==> src/common/rtccap_pkg.sv <==
// Package of register offsets, field layouts, reset values and timing constants
package rtccap_pkg;
    localparam int ADDR_W = 4;
    localparam logic [3:0] OFF_SECONDS = 4'h0;
    localparam logic [3:0] OFF_MINUTES = 4'h1;
    localparam logic [3:0] OFF_HOURS = 4'h2;
    localparam logic [3:0] OFF_DAYS_LOW = 4'h3;
    localparam logic [3:0] OFF_DAYS_HIGH = 4'h4;
    localparam logic [3:0] OFF_ALARM_MIN = 4'h5;
    localparam logic [3:0] OFF_ALARM_HOUR = 4'h6;
    localparam logic [3:0] OFF_ALARM_DAY_LOW = 4'h7;
    localparam logic [3:0] OFF_ALARM_DAY_HIGH = 4'h8;
    localparam logic [3:0] OFF_PRESCALER = 4'h9;
    localparam logic [3:0] OFF_CAL_CTRL = 4'ha;
    localparam logic [3:0] OFF_IRQ_STATUS = 4'hb;
    localparam logic [3:0] OFF_IRQ_MASK = 4'hc;
    // Calendar control bit positions
    localparam int CTRL_RUN_BIT = 0;
    localparam int CTRL_MIN_ON_BIT = 3;
    localparam int CTRL_HOUR_ON_BIT = 4;
    localparam int CTRL_DAY_ON_BIT = 5;
    localparam int CTRL_PEND_BIT = 7;
    localparam logic [7:0] CTRL_RW_MASK = 8'h39;
    // Status bit positions
    localparam int STAT_ALARM_BIT = 0;
    localparam int STAT_WDOG_BIT = 1;
    localparam int STAT_GEN_BIT = 2;
    localparam logic [2:0] STAT_MASK = 3'h7;
    // Reset values and saturating divider code
    localparam logic [3:0] WDOG_CODE_RESET = 4'hb;
    localparam logic [3:0] GEN_CODE_RESET = 4'h8;
    localparam logic [3:0] CODE_MAX = 4'hc;
    // BCD limits and binary day limit
    localparam logic [6:0] BCD_59 = 7'h59;
    localparam logic [5:0] BCD_23 = 6'h23;
    localparam logic [14:0] DAY_MAX = 15'h7fff;
    // Timing
    localparam int SYS_CLK_HZ = 25000000;
    localparam int SRC_CLK_HZ = 32768;
    localparam logic [31:0] SRC_PER_SEC = 32'h0000_8000;
    localparam logic [12:0] DIV_MAX = 13'h1000;
    // Phase accumulator step so that 32.768 kHz is derived from 25 MHz
    localparam logic [31:0] NCO_STEP = 32'(64'(SRC_CLK_HZ) * 64'h1_0000_0000 / 64'(SYS_CLK_HZ));
endpackage

==> src/hw/rtccap_tick_div.sv <==
// Power-of-two divider giving a one-cycle tick from the source enable
`timescale 1ns/100ps
module rtccap_tick_div
    import rtccap_pkg::*;
(
    input wire logic sys_clk_in,
    input wire logic reset_n_in,
    input wire logic src_tick_in,
    input wire logic [3:0] code_in,
    output logic tick_out
);
    logic [11:0] count_reg;
    logic [11:0] count_next;
    logic [12:0] limit;
    logic wrap;

    assign limit = (code_in >= CODE_MAX) ? DIV_MAX : (13'h0001 << code_in);
    assign wrap = ({1'b0, count_reg} >= (limit - 13'h0001));
    assign count_next = wrap ? 12'h000 : count_reg + 12'h001;

    always_ff @(posedge sys_clk_in or negedge reset_n_in) begin
        if (!reset_n_in) begin
            count_reg <= 12'h000;
            tick_out <= 1'b0;
        end else begin
            tick_out <= src_tick_in && wrap;
            if (src_tick_in) begin
                count_reg <= count_next;
            end
        end
    end
endmodule

==> src/hw/rtccap_top.sv <==
// Calendar, alarm and prescaler block behind an Avalon-MM slave
// How it works
// Seconds kept as two BCD digits 00..59 in bits 6-0.
// Writing seconds clears the sub-second prescale count.
// Minutes kept as two BCD digits 00..59 in bits 6-0.
// Hours kept as two BCD digits 00..23, 24-hour format.
// Day count is 15-bit binary, low byte then seven high bits.
// Software accesses seconds, minutes, hours, day low, day high in order.
// Minute alarm compare is read/write BCD 00..59.
// Hour alarm compare is read/write BCD 00..23.
// Day alarm compare is 15-bit binary split low/high.
// Reserved bits are written zero and read back zero.
// Watchdog divider code bits 7-4, power of two, saturate 4096, reset 0xb.
// General divider code bits 3-0, same encoding, reset 0x8.
// Software waits for access pending clear before calendar writes.
// Alarm pending set by alarm event, cleared by writing one.
// When running, seconds carry into minutes, hours and days.
// Alarm fires when all enabled match fields equal the calendar.
//
// Design decisions made here: the Avalon-MM slave port and the address map.
`timescale 1ns/100ps
module rtccap_top
    import rtccap_pkg::*;
(
    input wire logic sys_clk_in,
    input wire logic reset_n_in,
    input wire logic [ADDR_W-1:0] avs_address_in,
    input wire logic avs_read_in,
    input wire logic avs_write_in,
    input wire logic [7:0] avs_writedata_in,
    output logic [7:0] avs_readdata_out,
    output logic avs_waitrequest_out,
    output logic irq_out,
    output logic watchdog_tick_out,
    output logic general_tick_out
);
    typedef enum logic [1:0] {RTCCAP_IDLE, RTCCAP_DONE} rtccap_bus_type;
    rtccap_bus_type bus_reg;

    logic [31:0] nco_reg;
    logic [32:0] nco_sum;
    logic src_tick_reg;
    logic [14:0] subsec_reg;
    logic [6:0] tick_s_field_reg;
    logic [6:0] min_reg;
    logic [5:0] hour_reg;
    logic [14:0] day_reg;
    logic [6:0] alarm_m_field_reg;
    logic [5:0] alarm_h_field_reg;
    logic [14:0] alarm_d_field_reg;
    logic [3:0] watchdog_divider_code_reg;
    logic [3:0] general_divider_code_reg;
    logic calendar_run_reg;
    logic minute_match_on_reg;
    logic hour_match_on_reg;
    logic day_match_on_reg;
    logic [2:0] status_reg;
    logic [2:0] mask_reg;
    logic second_pulse_reg;
    logic alarm_hit_reg;

    logic wd_tick;
    logic gen_tick;
    logic second_now;
    logic access;
    logic wr_go;
    logic [7:0] rd_mux;
    logic [7:0] ctrl_view;
    logic [2:0] events;
    logic [2:0] status_next;
    logic sec_wrap;
    logic min_wrap;
    logic hour_wrap;
    logic [6:0] sec_next;
    logic [6:0] min_next;
    logic [5:0] hour_next;
    logic [14:0] day_next;
    logic alarm_match;
    logic pending_flag;

    // 32.768 kHz source enable from the system clock
    assign nco_sum = {1'b0, nco_reg} + {1'b0, NCO_STEP};

    always_ff @(posedge sys_clk_in or negedge reset_n_in) begin
        if (!reset_n_in) begin
            nco_reg <= 32'h0000_0000;
            src_tick_reg <= 1'b0;
        end else begin
            nco_reg <= nco_sum[31:0];
            src_tick_reg <= nco_sum[32];
        end
    end

    // Prescalers for watchdog and general timer ticks
    rtccap_tick_div u_wdog_div (
        .sys_clk_in(sys_clk_in),
        .reset_n_in(reset_n_in),
        .src_tick_in(src_tick_reg),
        .code_in(watchdog_divider_code_reg),
        .tick_out(wd_tick)
    );

    rtccap_tick_div u_gen_div (
        .sys_clk_in(sys_clk_in),
        .reset_n_in(reset_n_in),
        .src_tick_in(src_tick_reg),
        .code_in(general_divider_code_reg),
        .tick_out(gen_tick)
    );

    // Bus decode
    assign access = (avs_read_in || avs_write_in) && (bus_reg == RTCCAP_IDLE);
    assign wr_go = avs_write_in && (bus_reg == RTCCAP_IDLE);

    // Sub-second count and one-second pulse
    assign second_now = calendar_run_reg && src_tick_reg && (subsec_reg == 15'(SRC_PER_SEC - 1));

    always_ff @(posedge sys_clk_in or negedge reset_n_in) begin
        if (!reset_n_in) begin
            subsec_reg <= 15'h0000;
            second_pulse_reg <= 1'b0;
        end else begin
            second_pulse_reg <= second_now;
            if (wr_go && avs_address_in == OFF_SECONDS) begin
                subsec_reg <= 15'h0000;
            end else if (calendar_run_reg && src_tick_reg) begin
                subsec_reg <= second_now ? 15'h0000 : subsec_reg + 15'h0001;
            end
        end
    end

    // BCD increments with wrap, binary for the day count
    function automatic logic [6:0] bcd_inc7(input logic [6:0] v);
        logic [6:0] r;
        r = (v[3:0] == 4'h9) ? {v[6:4] + 3'h1, 4'h0} : {v[6:4], v[3:0] + 4'h1};
        return r;
    endfunction

    assign sec_wrap = (tick_s_field_reg == BCD_59);
    assign min_wrap = (min_reg == BCD_59);
    assign hour_wrap = (hour_reg == BCD_23);
    assign sec_next = sec_wrap ? 7'h00 : bcd_inc7(tick_s_field_reg);
    assign min_next = min_wrap ? 7'h00 : bcd_inc7(min_reg);
    assign hour_next = hour_wrap ? 6'h00 : bcd_inc7({1'b0, hour_reg})[5:0];
    assign day_next = (day_reg == DAY_MAX) ? 15'h0000 : day_reg + 15'h0001;

    // Calendar counters
    always_ff @(posedge sys_clk_in or negedge reset_n_in) begin
        if (!reset_n_in) begin
            tick_s_field_reg <= 7'h00;
            min_reg <= 7'h00;
            hour_reg <= 6'h00;
            day_reg <= 15'h0000;
        end else if (wr_go) begin
            unique case (avs_address_in)
                OFF_SECONDS: tick_s_field_reg <= avs_writedata_in[6:0];
                OFF_MINUTES: min_reg <= avs_writedata_in[6:0];
                OFF_HOURS: hour_reg <= avs_writedata_in[5:0];
                OFF_DAYS_LOW: day_reg[7:0] <= avs_writedata_in;
                OFF_DAYS_HIGH: day_reg[14:8] <= avs_writedata_in[6:0];
                default: ;
            endcase
        end else if (second_now) begin
            tick_s_field_reg <= sec_next;
            if (sec_wrap) begin
                min_reg <= min_next;
                if (min_wrap) begin
                    hour_reg <= hour_next;
                    if (hour_wrap) begin
                        day_reg <= day_next;
                    end
                end
            end
        end
    end

    // Alarm compare and control registers
    always_ff @(posedge sys_clk_in or negedge reset_n_in) begin
        if (!reset_n_in) begin
            alarm_m_field_reg <= 7'h00;
            alarm_h_field_reg <= 6'h00;
            alarm_d_field_reg <= 15'h0000;
            watchdog_divider_code_reg <= WDOG_CODE_RESET;
            general_divider_code_reg <= GEN_CODE_RESET;
            calendar_run_reg <= 1'b0;
            minute_match_on_reg <= 1'b0;
            hour_match_on_reg <= 1'b0;
            day_match_on_reg <= 1'b0;
            mask_reg <= 3'h0;
        end else if (wr_go) begin
            unique case (avs_address_in)
                OFF_ALARM_MIN: alarm_m_field_reg <= avs_writedata_in[6:0];
                OFF_ALARM_HOUR: alarm_h_field_reg <= avs_writedata_in[5:0];
                OFF_ALARM_DAY_LOW: alarm_d_field_reg[7:0] <= avs_writedata_in;
                OFF_ALARM_DAY_HIGH: alarm_d_field_reg[14:8] <= avs_writedata_in[6:0];
                OFF_PRESCALER: begin
                    watchdog_divider_code_reg <= avs_writedata_in[7:4];
                    general_divider_code_reg <= avs_writedata_in[3:0];
                end
                OFF_CAL_CTRL: begin
                    calendar_run_reg <= avs_writedata_in[CTRL_RUN_BIT];
                    minute_match_on_reg <= avs_writedata_in[CTRL_MIN_ON_BIT];
                    hour_match_on_reg <= avs_writedata_in[CTRL_HOUR_ON_BIT];
                    day_match_on_reg <= avs_writedata_in[CTRL_DAY_ON_BIT];
                end
                OFF_IRQ_MASK: mask_reg <= avs_writedata_in[2:0];
                default: ;
            endcase
        end
    end

    // Alarm match, checked once per new second
    assign alarm_match = (minute_match_on_reg || hour_match_on_reg || day_match_on_reg)
        && (!minute_match_on_reg || alarm_m_field_reg == min_reg)
        && (!hour_match_on_reg || alarm_h_field_reg == hour_reg)
        && (!day_match_on_reg || alarm_d_field_reg == day_reg);

    // Sticky status, set wins over write-one clear
    assign events = {gen_tick, wd_tick, alarm_hit_reg};
    assign status_next = (status_reg & ~((wr_go && (avs_address_in == OFF_IRQ_STATUS
        || avs_address_in == OFF_CAL_CTRL)) ?
        ((avs_address_in == OFF_IRQ_STATUS) ? avs_writedata_in[2:0]
        : {2'b00, avs_writedata_in[2]}) : 3'h0)) | events;

    always_ff @(posedge sys_clk_in or negedge reset_n_in) begin
        if (!reset_n_in) begin
            alarm_hit_reg <= 1'b0;
            status_reg <= 3'h0;
            irq_out <= 1'b0;
            watchdog_tick_out <= 1'b0;
            general_tick_out <= 1'b0;
        end else begin
            alarm_hit_reg <= second_pulse_reg && alarm_match && calendar_run_reg;
            status_reg <= status_next & STAT_MASK;
            irq_out <= |(status_next & mask_reg);
            watchdog_tick_out <= wd_tick;
            general_tick_out <= gen_tick;
        end
    end

    // Write in progress flag: never busy since writes land in one cycle
    assign pending_flag = 1'b0;
    assign ctrl_view = {pending_flag, 1'b0, day_match_on_reg, hour_match_on_reg,
        minute_match_on_reg, status_reg[STAT_ALARM_BIT], 1'b0, calendar_run_reg};

    // Read mux, reserved bits zero
    always_comb begin
        rd_mux = 8'h00;
        unique case (avs_address_in)
            OFF_SECONDS: rd_mux = {1'b0, tick_s_field_reg};
            OFF_MINUTES: rd_mux = {1'b0, min_reg};
            OFF_HOURS: rd_mux = {2'b00, hour_reg};
            OFF_DAYS_LOW: rd_mux = day_reg[7:0];
            OFF_DAYS_HIGH: rd_mux = {1'b0, day_reg[14:8]};
            OFF_ALARM_MIN: rd_mux = {1'b0, alarm_m_field_reg};
            OFF_ALARM_HOUR: rd_mux = {2'b00, alarm_h_field_reg};
            OFF_ALARM_DAY_LOW: rd_mux = alarm_d_field_reg[7:0];
            OFF_ALARM_DAY_HIGH: rd_mux = {1'b0, alarm_d_field_reg[14:8]};
            OFF_PRESCALER: rd_mux = {watchdog_divider_code_reg, general_divider_code_reg};
            OFF_CAL_CTRL: rd_mux = ctrl_view;
            OFF_IRQ_STATUS: rd_mux = {5'h00, status_reg};
            OFF_IRQ_MASK: rd_mux = {5'h00, mask_reg};
            default: rd_mux = 8'h00;
        endcase
    end

    // Avalon slave: one wait cycle, answer on second edge
    always_ff @(posedge sys_clk_in or negedge reset_n_in) begin
        if (!reset_n_in) begin
            bus_reg <= RTCCAP_IDLE;
            avs_waitrequest_out <= 1'b1;
            avs_readdata_out <= 8'h00;
        end else begin
            unique case (bus_reg)
                RTCCAP_IDLE: begin
                    if (access) begin
                        bus_reg <= RTCCAP_DONE;
                        avs_waitrequest_out <= 1'b0;
                        avs_readdata_out <= avs_read_in ? rd_mux : 8'h00;
                    end
                end
                RTCCAP_DONE: begin
                    bus_reg <= RTCCAP_IDLE;
                    avs_waitrequest_out <= 1'b1;
                end
                default: bus_reg <= RTCCAP_IDLE;
            endcase
        end
    end
endmodule

==> config.mk <==
export PLATFORM = sky130hd
export DESIGN_NAME = rtccap_top
export DESIGN_NICKNAME = d
export VERILOG_FILES = /design/src/common/rtccap_pkg.sv /design/src/hw/rtccap_tick_div.sv /design/src/hw/rtccap_top.sv
export SDC_FILE = /design/constraint.sdc
export NUM_CORES = 1
export LEC_CHECK = 0
export ABC_AREA = 1
export BUFFER_PORTS_ARGS = -buffer_cell sky130_fd_sc_hd__buf_2
export CAP_MARGIN = 20
export CORE_MARGIN = 8
export CORE_UTILIZATION = 45
export DETAILED_ROUTE_END_ITERATION = 8
export GPL_ROUTABILITY_DRIVEN = 0
export SLEW_MARGIN = 10
export SYNTH_ARGS = -nofsm -noshare
export SYNTH_HDL_FRONTEND = slang
export SYNTH_SLANG_ARGS = --single-unit
==> constraint.sdc <==
create_clock -name sys_clk_in -period 6.9 [get_ports sys_clk_in]
set_input_delay 0.345 -clock sys_clk_in [delete_from_list [all_inputs] [get_ports sys_clk_in]]
set_output_delay 0.345 -clock sys_clk_in [all_outputs]
set_load 0.03 [all_outputs]
Word level (Yosys, flattened, before mapping)
Cells that the tools add are included. W data, S select, Z words.

Register bits after elaboration: 171. Bits of input ports: 16. Output and inout port bits: 12. Logic and storage cells: 181.

$add $sub $neg: 13. Magnitude comparators: 4. Equality and inequality tests: 30. Shifts and indexed selects: 2. Mux-type cells: 41. Bitwise gates (word level): 4. Reduce and logical (&&, ||, !) cells: 52.

Operator list (count): $mux W15 (9); $pmux W8 S13 (1); $mux W7 (12); $mux W6 (7); $add A32 B23 Y33 const B (1); $eq A4 B4 Y1 const B (8); $add A15 B1 Y15 const B (2); $eq A15 B15 Y1 const B (2); $ge A12 B13 Y1 (2); $mux W13 (2); $shl A1 B4 Y13 const A (2); $sub A13 B1 Y13 const B (2); $add A12 B1 Y12 const B (2); $mux W12 (2); $reduce_and A2 Y1 (10); $eq A4 B3 Y1 const B (4); $mux W8 (2); $eq A15 B15 Y1 (1); $reduce_and A5 Y1 (3); $eq A7 B7 Y1 const B (2); $logic_and A1 B1 Y1 (13); $add A4 B1 Y4 const B (3); $reduce_bool A2 Y1 (6); $ne A2 B1 Y1 const B (5); 25 further kinds (43).

Depth between registers and ports, before layout
Gate-level depths: netlist of run 1.

Depth in word-level cells: 9. Gate-level depth with buffers: 20.

By module
Synthesis of run 1 repeated with hierarchy kept, for this count alone.

Cell total of the unflattened synthesis: 1522. Area total of the unflattened synthesis: 11099.4 um^2.

By module, submodules not included: rtccap_top (instances 1, cells each 1224, area each 8762.2 um^2); rtccap_tick_div (instances 2, cells each 149, area each 1168.6 um^2).

Worst setup path after synthesis of run 1
Ideal clock, no wire load.

Path kind: flip-flop to flip-flop. Start point: reg general_divider_code_reg[3]. End point: reg u_gen_div.count_reg[10]. Library setup time: 0.133 ns. Arrival time: 2.503 ns. Data required time: 6.767 ns. Setup slack: 4.264 ns. Cell stages (with the launch flop): 21. Path buffers: 2. Cell sequence: dfstp_2 > clkbuf_2 > inv_1 > nand2_1 > inv_1 > nand2_1 > ha_1 > nand2_1 > nor3_1 > a21oi_1 > ha_1 > nand2_1 > nor2_1 > nand2_1 > nor2_1 > nor2_1 > nand2_1 > nand2_1 > nand2_1 > buf_2 > a21oi_1.

Cells in the longest elaborated chain, start to end: 5.

RTL lines: start: declaration (RTL line rtccap_top.sv:52) `logic [3:0] general_divider_code_reg;`; start signal: assignment (RTL line rtccap_top.sv:198) `general_divider_code_reg <= avs_writedata_in[3:0];`; $ge A4 B4 Y1 or $shl A1 B4 Y13 (tied branches) (RTL line rtccap_tick_div.sv:17) `assign limit = (code_in >= CODE_MAX) ? DIV_MAX : (13'h0001 << code_in);`; $mux W13 (*) (RTL line rtccap_tick_div.sv:17); $sub A13 B1 Y13 (*) (RTL line rtccap_tick_div.sv:18) `assign wrap = ({1'b0, count_reg} >= (limit - 13'h0001));`; $ge A12 B13 Y1 (*) (RTL line rtccap_tick_div.sv:18); $mux W12 (*) (RTL line rtccap_tick_div.sv:19) `assign count_next = wrap ? 12'h000 : count_reg + 12'h001;`; end signal: assignment (RTL line rtccap_tick_div.sv:28) `count_reg <= count_next;`; end: declaration (RTL line rtccap_tick_div.sv:12) `logic [11:0] count_reg;`.

Every way passes the cells marked *; elsewhere a longest branch is shown, timed or not. A chain may end at the register's enable or synchronous reset.

Final worst setup path of run 1
Start point: reg general_divider_code_reg[3]. End point: reg u_gen_div.count_reg[3].

The elaborated chain is that of the path after synthesis.

==> results of run 1 <==
## through the flow
step	worst slack [ns]	hold WS, ns	std cells	util, %
CTS	3.95	0.0467	1896	49.5
global route	3.61	0.0925	1896	49.5
detailed placement	3.93	0.400	1864	47.0
finish	3.94	0.0146	1896	49.5
floorplan	4.26	0.0494	1540	-
global placement	4.03	0.409	1864	47.0
## per-layer routing
| layer | GRT usage, % | routed length, um |
|---|---|---|
| met5 | 0 | 0 |
| met4 | 7.49 | 852 |
| met3 | 3.49 | 1630 |
| met2 | 34.1 | 13500 |
| met1 | 26.1 | 13000 |
## worst max-delay path: cells and delay by family, from the launching register on
kind / cells / cell delay (ns)
buffers and inverters: 2 / 0.18
adders and majority gates: 2 / 0.55
and+or+nand+nor: 12 / 1.32
AOI/OAI and AO/OA: 2 / 0.19
DFF: 1 / 0.58
## report_power, final
part,switching (uW),internal (uW)
clock network,421,568
registers,180,1130
logic,434,269
## cells by family (layout without fill, tap and decap cells)
kind of cell | after synthesis | count (layout) | share of synthesized area (%)
flip-flops | 170 | 170 | 39.1
buffers and inverters | 219 | 251 | 7.99
AND/OR/NAND/NOR | 843 | 843 | 33.2
AO/OA/AOI/OAI | 205 | 205 | 9.95
adder cells (fa/ha/maj) | 42 | 42 | 4.82
XOR/XNOR | 61 | 61 | 4.90
## Yosys cell counts
master	count
o21a_1	4
o22ai_1	11
inv_1	169
xor2_1	41
nor2_1	159
dfrtp_1	165
nand3_4	1
nand2_2	12
nor2_4	8
o21ai_2	1
nor3_2	2
clkbuf_1	8
o21bai_1	7
ha_1	42
a31oi_1	5
buf_2	13
a41oi_1	1
xnor2_1	20
and2_1	1
clkinv_1	1
nor3_1	20
nand2_1	504
nor2_8	2
dfstp_2	5
nand3b_1	5
nand3_1	78
o21ai_1	40
clkbuf_2	2
or2_2	2
nand3_2	2
nand4_1	31
and3_1	4
o221ai_1	1
nor2_2	6
nor3b_2	1
a21oi_1	45
nand2_4	5
clkinv_2	1
o21ai_0	90
inv_2	19
inv_4	1
buf_4	3
buf_6	2
## worst paths after layout
check	end	slack, ns	cells after the start
setup / recovery	u_gen_div.count_reg[3]	3.94	18
hold / removal	u_gen_div.count_reg[6]	0.01	1
setup reg to reg	u_gen_div.count_reg[3]	3.94	18
hold reg to reg	general_tick_out	0.42	0
max in group asynchronous	hour_reg[4]	5.36	2
min in group sys_clk_in	bus_reg[0]	0.21	3
## final cells by class
type | count | area (um2) | share of cell area (%)
clock inverter | 11 | 134 | 1.12
inverter | 191 | 721 | 6.05
sequential | 170 | 4260 | 35.8
clock buffer | 21 | 470 | 3.95
tap | 324 | 405 | 3.40
multi-input combinational | 1151 | 5770 | 48.4
timing repair buffer | 28 | 149 | 1.25
==> impl_metrics.toml, run 1 <==
[run_status]
run_status = "finished clean"

[critical_path]
crit_chain = "inv_1 > nand2_1 > inv_1 > nand2_1 > ha_1 > nand2_1 > nor3_1 > a21oi_1 > ha_1 > nand2_1 > nor2_1 > nand2_1 > nor2_1 > nor2_1 > nand2_1 > nand2_1 > nand2_1 > a21oi_1"
cp.required_ns = 7.19
max_stage_delay_ns = 0.58
end_kind = "flop"
critPathSlowestCell = "dfstp_2"
arrival_ns = 3.25
cpMostUsedCell = "nand2_1"
critPathLaunchType = "flop"
crit_fanout = 12
crit_start = "general_divider_code_reg[3]"
crit-reg2reg-launch = "general_divider_code_reg[3]"
critPathKind = "reg2reg"

[drt]
via_count = 9784
routed_wl_um = 28900
drt_iter0_markers = 728
wl_per_cell_um = 15.3
remaining_drc_errors = 0
first_pass_iters = 7
drtAntennaViolNets = 0
vias_per_cell = 5.16

[grt]
grt_pass1_vias = 9386
grt_max_degree = 97
grt_pass1_wl_um = 47600
grt_antenna_before_repair = 0
grt_use_total_pct = 20.4
gr-total-overflow = 0

[placed_design]
dp_hpwl_um = 21800
port_buffers = 27
place_area_um2 = 11300

[sta]
slew_headroom_pct = 35.1
drv_slew = 0
worst_pin_slew_ns = 0.974
skew_ns = 0.0146
fmaxAchievable_ghz = 0.338
finalSetupTns_ns = 0
post-route-period-util_pct = 42.8
hold_violations = 0
rsz0062_at_grt = "false"
finalSetupViolations = 0
period_needed_ns = 2.96

[synth]
syn_inst = 1540
yosysTopAreaCell = "dfrtp_1"
syn_area_um2 = 10900
ys_seq_area_share_pct = 39.1
ys_warn_count = 0
synth_seq_cells = 170
synth_nets = 1598
synth_cell_types = 43
avgSynthCellArea_um2 = 7.08
synthTopCellsByArea = "dfrtp_1 38%, nand2_1 17%, inv_1 5.8%"
yosysTopAreaCellShare_pct = 37.9

[cts]
cts_max_path_buffers = 2
post_cts_buffers = 0
clk_latency_ns = 0.43
cts-resized-gates = 0
ctsHoldBuffers = 0
clkSinkCount = 170
numCtsBuffers = 17
path_clk_slew_ns = 0.07
cts_tree = "done"
h-tree-depth = 4
clk_root_buffer_cell = "clkbuf_16"

[finish]
largest_reg_flops = 32
final_common_cell = "nand2_1"
nets = 1617
final_cell_area_um2 = 11900
n_antenna_cell = 0
syn2layout_area_growth_pct = 9.25
most-common-layout-cells = "504 x nand2_1, 169 x inv_1, 165 x dfrtp_1"
drive_gt1_share_pct = 8.08
fillers = 2440

[die]
io_pins = 28
rows = 57
core_area_um2 = 24000
die_w_um = 172
die_h_um = 172
start_util_pct = 45.3
dieArea_um2 = 29500

[power]
ir_drop_v = 0.000115
power_uw = 3000
p_leak_uw = 0.00599
powerDensity_nw_per_um2 = 252

[flow_run]
drv_cap = 0

[hold_path]
worstHoldPathType = "in2async"
Power figures use the tool's default switching activity.
==> inputs of run 2 (changes only) <==
==> constraint.sdc (replaced) <==
create_clock -name sys_clk_in -period 2.9 [get_ports sys_clk_in]
set_input_delay 0.145 -clock sys_clk_in [delete_from_list [all_inputs] [get_ports sys_clk_in]]
set_output_delay 0.145 -clock sys_clk_in [all_outputs]
set_load 0.03 [all_outputs]
==> impl_metrics.toml, run 2 (same netlist as run 1, synthesis figures left out) <==
[run_status]
run_status = "finished clean"

[sta]
drv_slew = 0
hold_violations = 0
worst_pin_slew_ns = 0.663
period_needed_ns = 2.64
rsz0062_at_grt = "true"
fmaxAchievable_ghz = 0.378
post-route-period-util_pct = 91.1
fin_ws_ns = 0.257
slew_headroom_pct = 55.6
finalSetupViolations = 0
skew_ns = 0.00890

[finish]
nets = 1627
drive_gt1_share_pct = 8.72
layout.cells.non_filler = 1906
n_antenna_cell = 0
syn2layout_area_growth_pct = 10.4
regArea_um2 = 4260
final_cell_area_um2 = 12000
final_common_cell = "nand2_1"
fillers = 2417
largest_reg_flops = 32
utilization_pct = 50.0
most-common-layout-cells = "503 x nand2_1, 168 x inv_1, 165 x dfrtp_1"
multi_input_area_um2 = 5790

[drt]
vias_per_cell = 5.16
routed_wl_um = 28800
wl_per_cell_um = 15.1
remaining_drc_errors = 0
drt_iter0_markers = 702
drtAntennaViolNets = 0
via_count = 9830
first_pass_iters = 5

[cts]
numCtsBuffers = 17
cts_tree = "done"
path_clk_slew_ns = 0.07
post_cts_buffers = 0
cts_max_path_buffers = 2
clk_root_buffer_cell = "clkbuf_16"
h-tree-depth = 4
clk_latency_ns = 0.43
clkSinkCount = 170

[grt]
grt_antenna_before_repair = 0
grt_max_degree = 66
grt_use_total_pct = 20.6
grt_pass1_vias = 9555
gr-total-overflow = 0
grt_pass1_wl_um = 48200

[power]
p_leak_uw = 0.00604
p_switching_uw = 2430
intPower_uw = 4760
swShare_pct = 33.8
powerDensity_nw_per_um2 = 598
power_frac_clock_pct = 33.0
seqPwrFrac_pct = 42.9
pwr-share-comb_pct = 24.1
ir_drop_v = 0.000290

[die]
dieArea_um2 = 29500
die_h_um = 172
die_w_um = 172
io_pins = 28
rows = 57
core_area_um2 = 24000
start_util_pct = 45.3

[hold_path]
worstHoldPathType = "in2reg"

[critical_path]
end_kind = "flop"
critPathLaunchType = "flop"
critPathKind = "reg2reg"
crit_fanout = 6
cp.required_ns = 3.21
arrival_ns = 2.96

[placed_design]
port_buffers = 27
dpl_worst_slack_ns = 0.00779
dp.cells = 1872
place_area_um2 = 11400
dp_hpwl_um = 22100

[flow_run]
drv_cap = 0
==> run 2: metrics by stage <==
| stage | power, uW | setup TNS, ns | hold slack (ns) |
|---|---|---|---|
| 4_1_cts | 7250 | 0 | 0.00863 |
| 5_1_grt | 7660 | -0.0129 | 0.0348 |
| 2_1_floorplan | 4310 | 0 | -0.151 |
| 3_5_place_dp | 4840 | 0 | 0.122 |
| 6_report | 7190 | 0 | 0.0147 |
| 3_3_place_gp | 4800 | 0 | 0.121 |
==> run 2: layout make-up <==
class | instances | area share (%)
multi-input cells | 1152 | 48.1
flip-flops and latches | 170 | 35.4
inverters | 191 | 6.01
clock buffers | 22 | 3.86
well taps | 324 | 3.37
repair buffers | 37 | 2.03
clock inverters | 10 | 1.19
==> run 2: power by group through the flow <==
stage                     clock network [uW]  logic (uW)  registers (uW)
after floorplan                            0        1330            2990
after global placement                     0        1690            3110
after detailed placement                   0        1720            3120
after CTS                               2440        1740            3080
after global routing                    2540        2000            3130
final                                   2370        1740            3080
==> run 2: worst paths after layout <==
kind | to | start | slack (ns) | cells after the start
min in group asynchronous | u_gen_div.count_reg[6] | reset_n_in | 0.23 | 2
worst min-delay path | bus_reg[0] | avs_read_in | 0.01 | 3
worst min register to register | general_tick_out | u_gen_div.tick_out | 0.38 | 0
worst max-delay path | u_gen_div.count_reg[3] | general_divider_code_reg[3] | 0.26 | 18
max in group asynchronous | avs_waitrequest_out | reset_n_in | 1.92 | 3
worst max register to register | u_gen_div.count_reg[3] | general_divider_code_reg[3] | 0.26 | 18
==> run 2: what timing repair did <==
item | 4_1_cts | 5_1_grt
resized for setup | 1 | 7
hold endpoints to repair | 48 | 0
cloned | 0 | 1
setup endpoints to repair | 1 | 23
hold buffers | 1 | 0
==> run 2: critical path, cell delays in order, from the launching register on <==
cell and delay (ns):
dfstp_2 0.53, inv_1 0.09, nand2_1 0.14, inv_1 0.07, nand2_1 0.08, ha_2 0.22
nand2_1 0.11, nor3_1 0.18, a21oi_1 0.06, ha_1 0.30, nand2_1 0.07, nor2_1 0.09
nand2_1 0.05, nor2_1 0.08, nor2_1 0.05, nand2_1 0.06, nand2_1 0.13, nand2_2 0.16
a21oi_1 0.08
==> run 2: per-layer routing <==
layer	vias up	routed length [um]	track usage [%]
li1	4976	-	-
met1	4570	12900	26.2
met2	226	13800	35.0
met3	58	1340	2.69
met4	0	854	8.28
met5	-	0	0
==> inputs of run 3 (changes only) <==
--- a/config.mk
+++ b/config.mk
@@ -9,7 +9,7 @@
 export BUFFER_PORTS_ARGS = -buffer_cell sky130_fd_sc_hd__buf_2
 export CAP_MARGIN = 20
 export CORE_MARGIN = 8
-export CORE_UTILIZATION = 45
+export CORE_UTILIZATION = 44
 export DETAILED_ROUTE_END_ITERATION = 8
 export GPL_ROUTABILITY_DRIVEN = 0
 export SLEW_MARGIN = 10
==> impl_metrics.toml, run 3 (same netlist as run 1, synthesis figures left out) <==
[die]
core_area_um2 = 24300
start_util_pct = 44.8
io_pins = 28
dieArea_um2 = 30100
rows = 57
die_w_um = 173
die_h_um = 173

[critical_path]
crit_chain = "inv_1 > nand2_1 > inv_1 > nand2_1 > ha_2 > nand2_1 > nor3_1 > a21oi_1 > ha_1 > nand2_1 > nor2_1 > nand2_1 > nor2_1 > nor2_1 > nand2_1 > nand2_2 > nand2_4 > a21oi_1"
end_kind = "flop"
critPathSlowestCell = "dfstp_2"
cp.depth = 18
crit_family = "simple AND/OR/NAND/NOR gates"
critPathKind = "reg2reg"
cp.required_ns = 3.21
critPathLaunchType = "flop"
arrival_ns = 2.95
critPathBufInv = 2
max_stage_delay_ns = 0.53
crit_fanout = 6
r2r_cells = 18
cpMostUsedCell = "nand2_1"

[drt]
routed_wl_um = 29400
remaining_drc_errors = 0
vias_per_cell = 5.15
drt_iter0_markers = 801
first_pass_iters = 6
via_count = 9834
drtAntennaViolNets = 0
wl_per_cell_um = 15.4

[power]
seqPwrFrac_pct = 42.0
powerDensity_nw_per_um2 = 605
power_frac_clock_pct = 33.9
power_uw = 7320
ir_drop_v = 0.000394
p_switching_uw = 2470
intPower_uw = 4850
swShare_pct = 33.7
pwr-share-comb_pct = 24.1
p_leak_uw = 0.00608

[finish]
n_antenna_cell = 0
final_common_cell = "nand2_1"
drive_gt1_share_pct = 9.39
syn2layout_area_growth_pct = 11.0
nets = 1632
largest_reg_flops = 32
most-common-layout-cells = "501 x nand2_1, 168 x inv_1, 165 x dfrtp_1"
fillers = 2460

[sta]
period_needed_ns = 2.65
drv_slew = 0
post-route-period-util_pct = 91.3
skew_ns = 0.0142
hold_violations = 0
fin_ws_ns = 0.253
rsz0062_at_grt = "false"
slew_headroom_pct = 55.7
fmaxAchievable_ghz = 0.378
finalSetupTns_ns = 0
worst_pin_slew_ns = 0.661
finalSetupViolations = 0

[grt]
grt_pass1_vias = 9586
grt_antenna_before_repair = 0
gr-total-overflow = 0
grt_use_met3_pct = 2.94
grt_max_degree = 62
grt_use_total_pct = 19.6
grt_pass1_wl_um = 48500
met2_usage_pct = 32.6
use_met1_pct = 25.3
top_usage_layer = "met2"

[cts]
h-tree-depth = 4
cts_tree = "done"
clk_root_buffer_cell = "clkbuf_16"
cts_max_path_buffers = 2
path_clk_slew_ns = 0.07
clkSinkCount = 170
numCtsBuffers = 17
clk_latency_ns = 0.43

[placed_design]
dp_hpwl_um = 22100
port_buffers = 27
dpl_worst_slack_ns = 0.00696

[hold_path]
hold_path_depth = 3
worstHoldPathType = "in2reg"

[run_status]
run_status = "finished clean"

[flow_run]
drv_cap = 0
-- run 3: layout make-up --
type,count,area [um2],share of cell area (%)
Clock inverter,11,168,1.39
Inverter,191,724,5.99
Timing Repair Buffer,41,262,2.16
Tap cell,324,405,3.35
Multi-Input combinational cell,1152,5810,48.0
Timing Repair inverter,1,7.51,0.0621
Clock buffer,21,460,3.81
Sequential cell,170,4260,35.2
-- run 3: per-stage QoR --
step           hold slack (ns)  util (%)  cells  cell area (um2)
5_1_grt                 0.0208      49.7   1911            12100
4_1_cts                0.00313      49.4   1906            12000
6_report               0.00577      49.7   1911            12100
3_3_place_gp             0.139      46.8   1873            11400
3_5_place_dp             0.141      46.8   1873            11400
2_1_floorplan           -0.151         -   1540            10900
-- run 3: layer usage --
| layer | wire (um) | share of wire [%] | up-vias |
|---|---|---|---|
| met2 | 14000 | 48 | 222 |
| met5 | 0 | 0 | - |
| met4 | 705 | 2.4 | 0 |
| met3 | 1310 | 4.5 | 56 |
| li1 | - | - | 4969 |
| met1 | 13400 | 46 | 4587 |
-- run 3: tightest hold or removal path: cells and delay by family --
kind / cells / cell delay (ns)
AND/OR/NAND/NOR: 2 / 0.18
buffers and inverters: 1 / 0.07
-- run 3: path summary, 6_finish.rpt --
kind	startpoint	endpoint	slack (ns)
setup / recovery	general_divider_code_reg[3]	u_gen_div.count_reg[2]	0.25
hold / removal	avs_read_in	bus_reg[0]	0.006
setup reg to reg	general_divider_code_reg[3]	u_gen_div.count_reg[2]	0.25
hold reg to reg	u_gen_div.tick_out	general_tick_out	0.39
max in group asynchronous	reset_n_in	avs_waitrequest_out	1.85
min in group asynchronous	reset_n_in	u_gen_div.count_reg[11]	0.23
-- run 3: power by group through the flow --
stage / Clock (uW) / Combinational, uW / Sequential, uW
floorplan: 0 / 1330 / 2990
global placement: 0 / 1680 / 3110
detailed placement: 0 / 1710 / 3110
CTS: 2520 / 1730 / 3070
global route: 2630 / 2020 / 3120
finish: 2480 / 1760 / 3080
-- run 3: what timing repair did --
item / in CTS / in global routing
setup buffers: 0 / 3
gates resized for setup: 0 / 14
setup endpoints to repair: 0 / 23
hold buffers: 1 / 0
hold endpoints to repair: 53 / 0
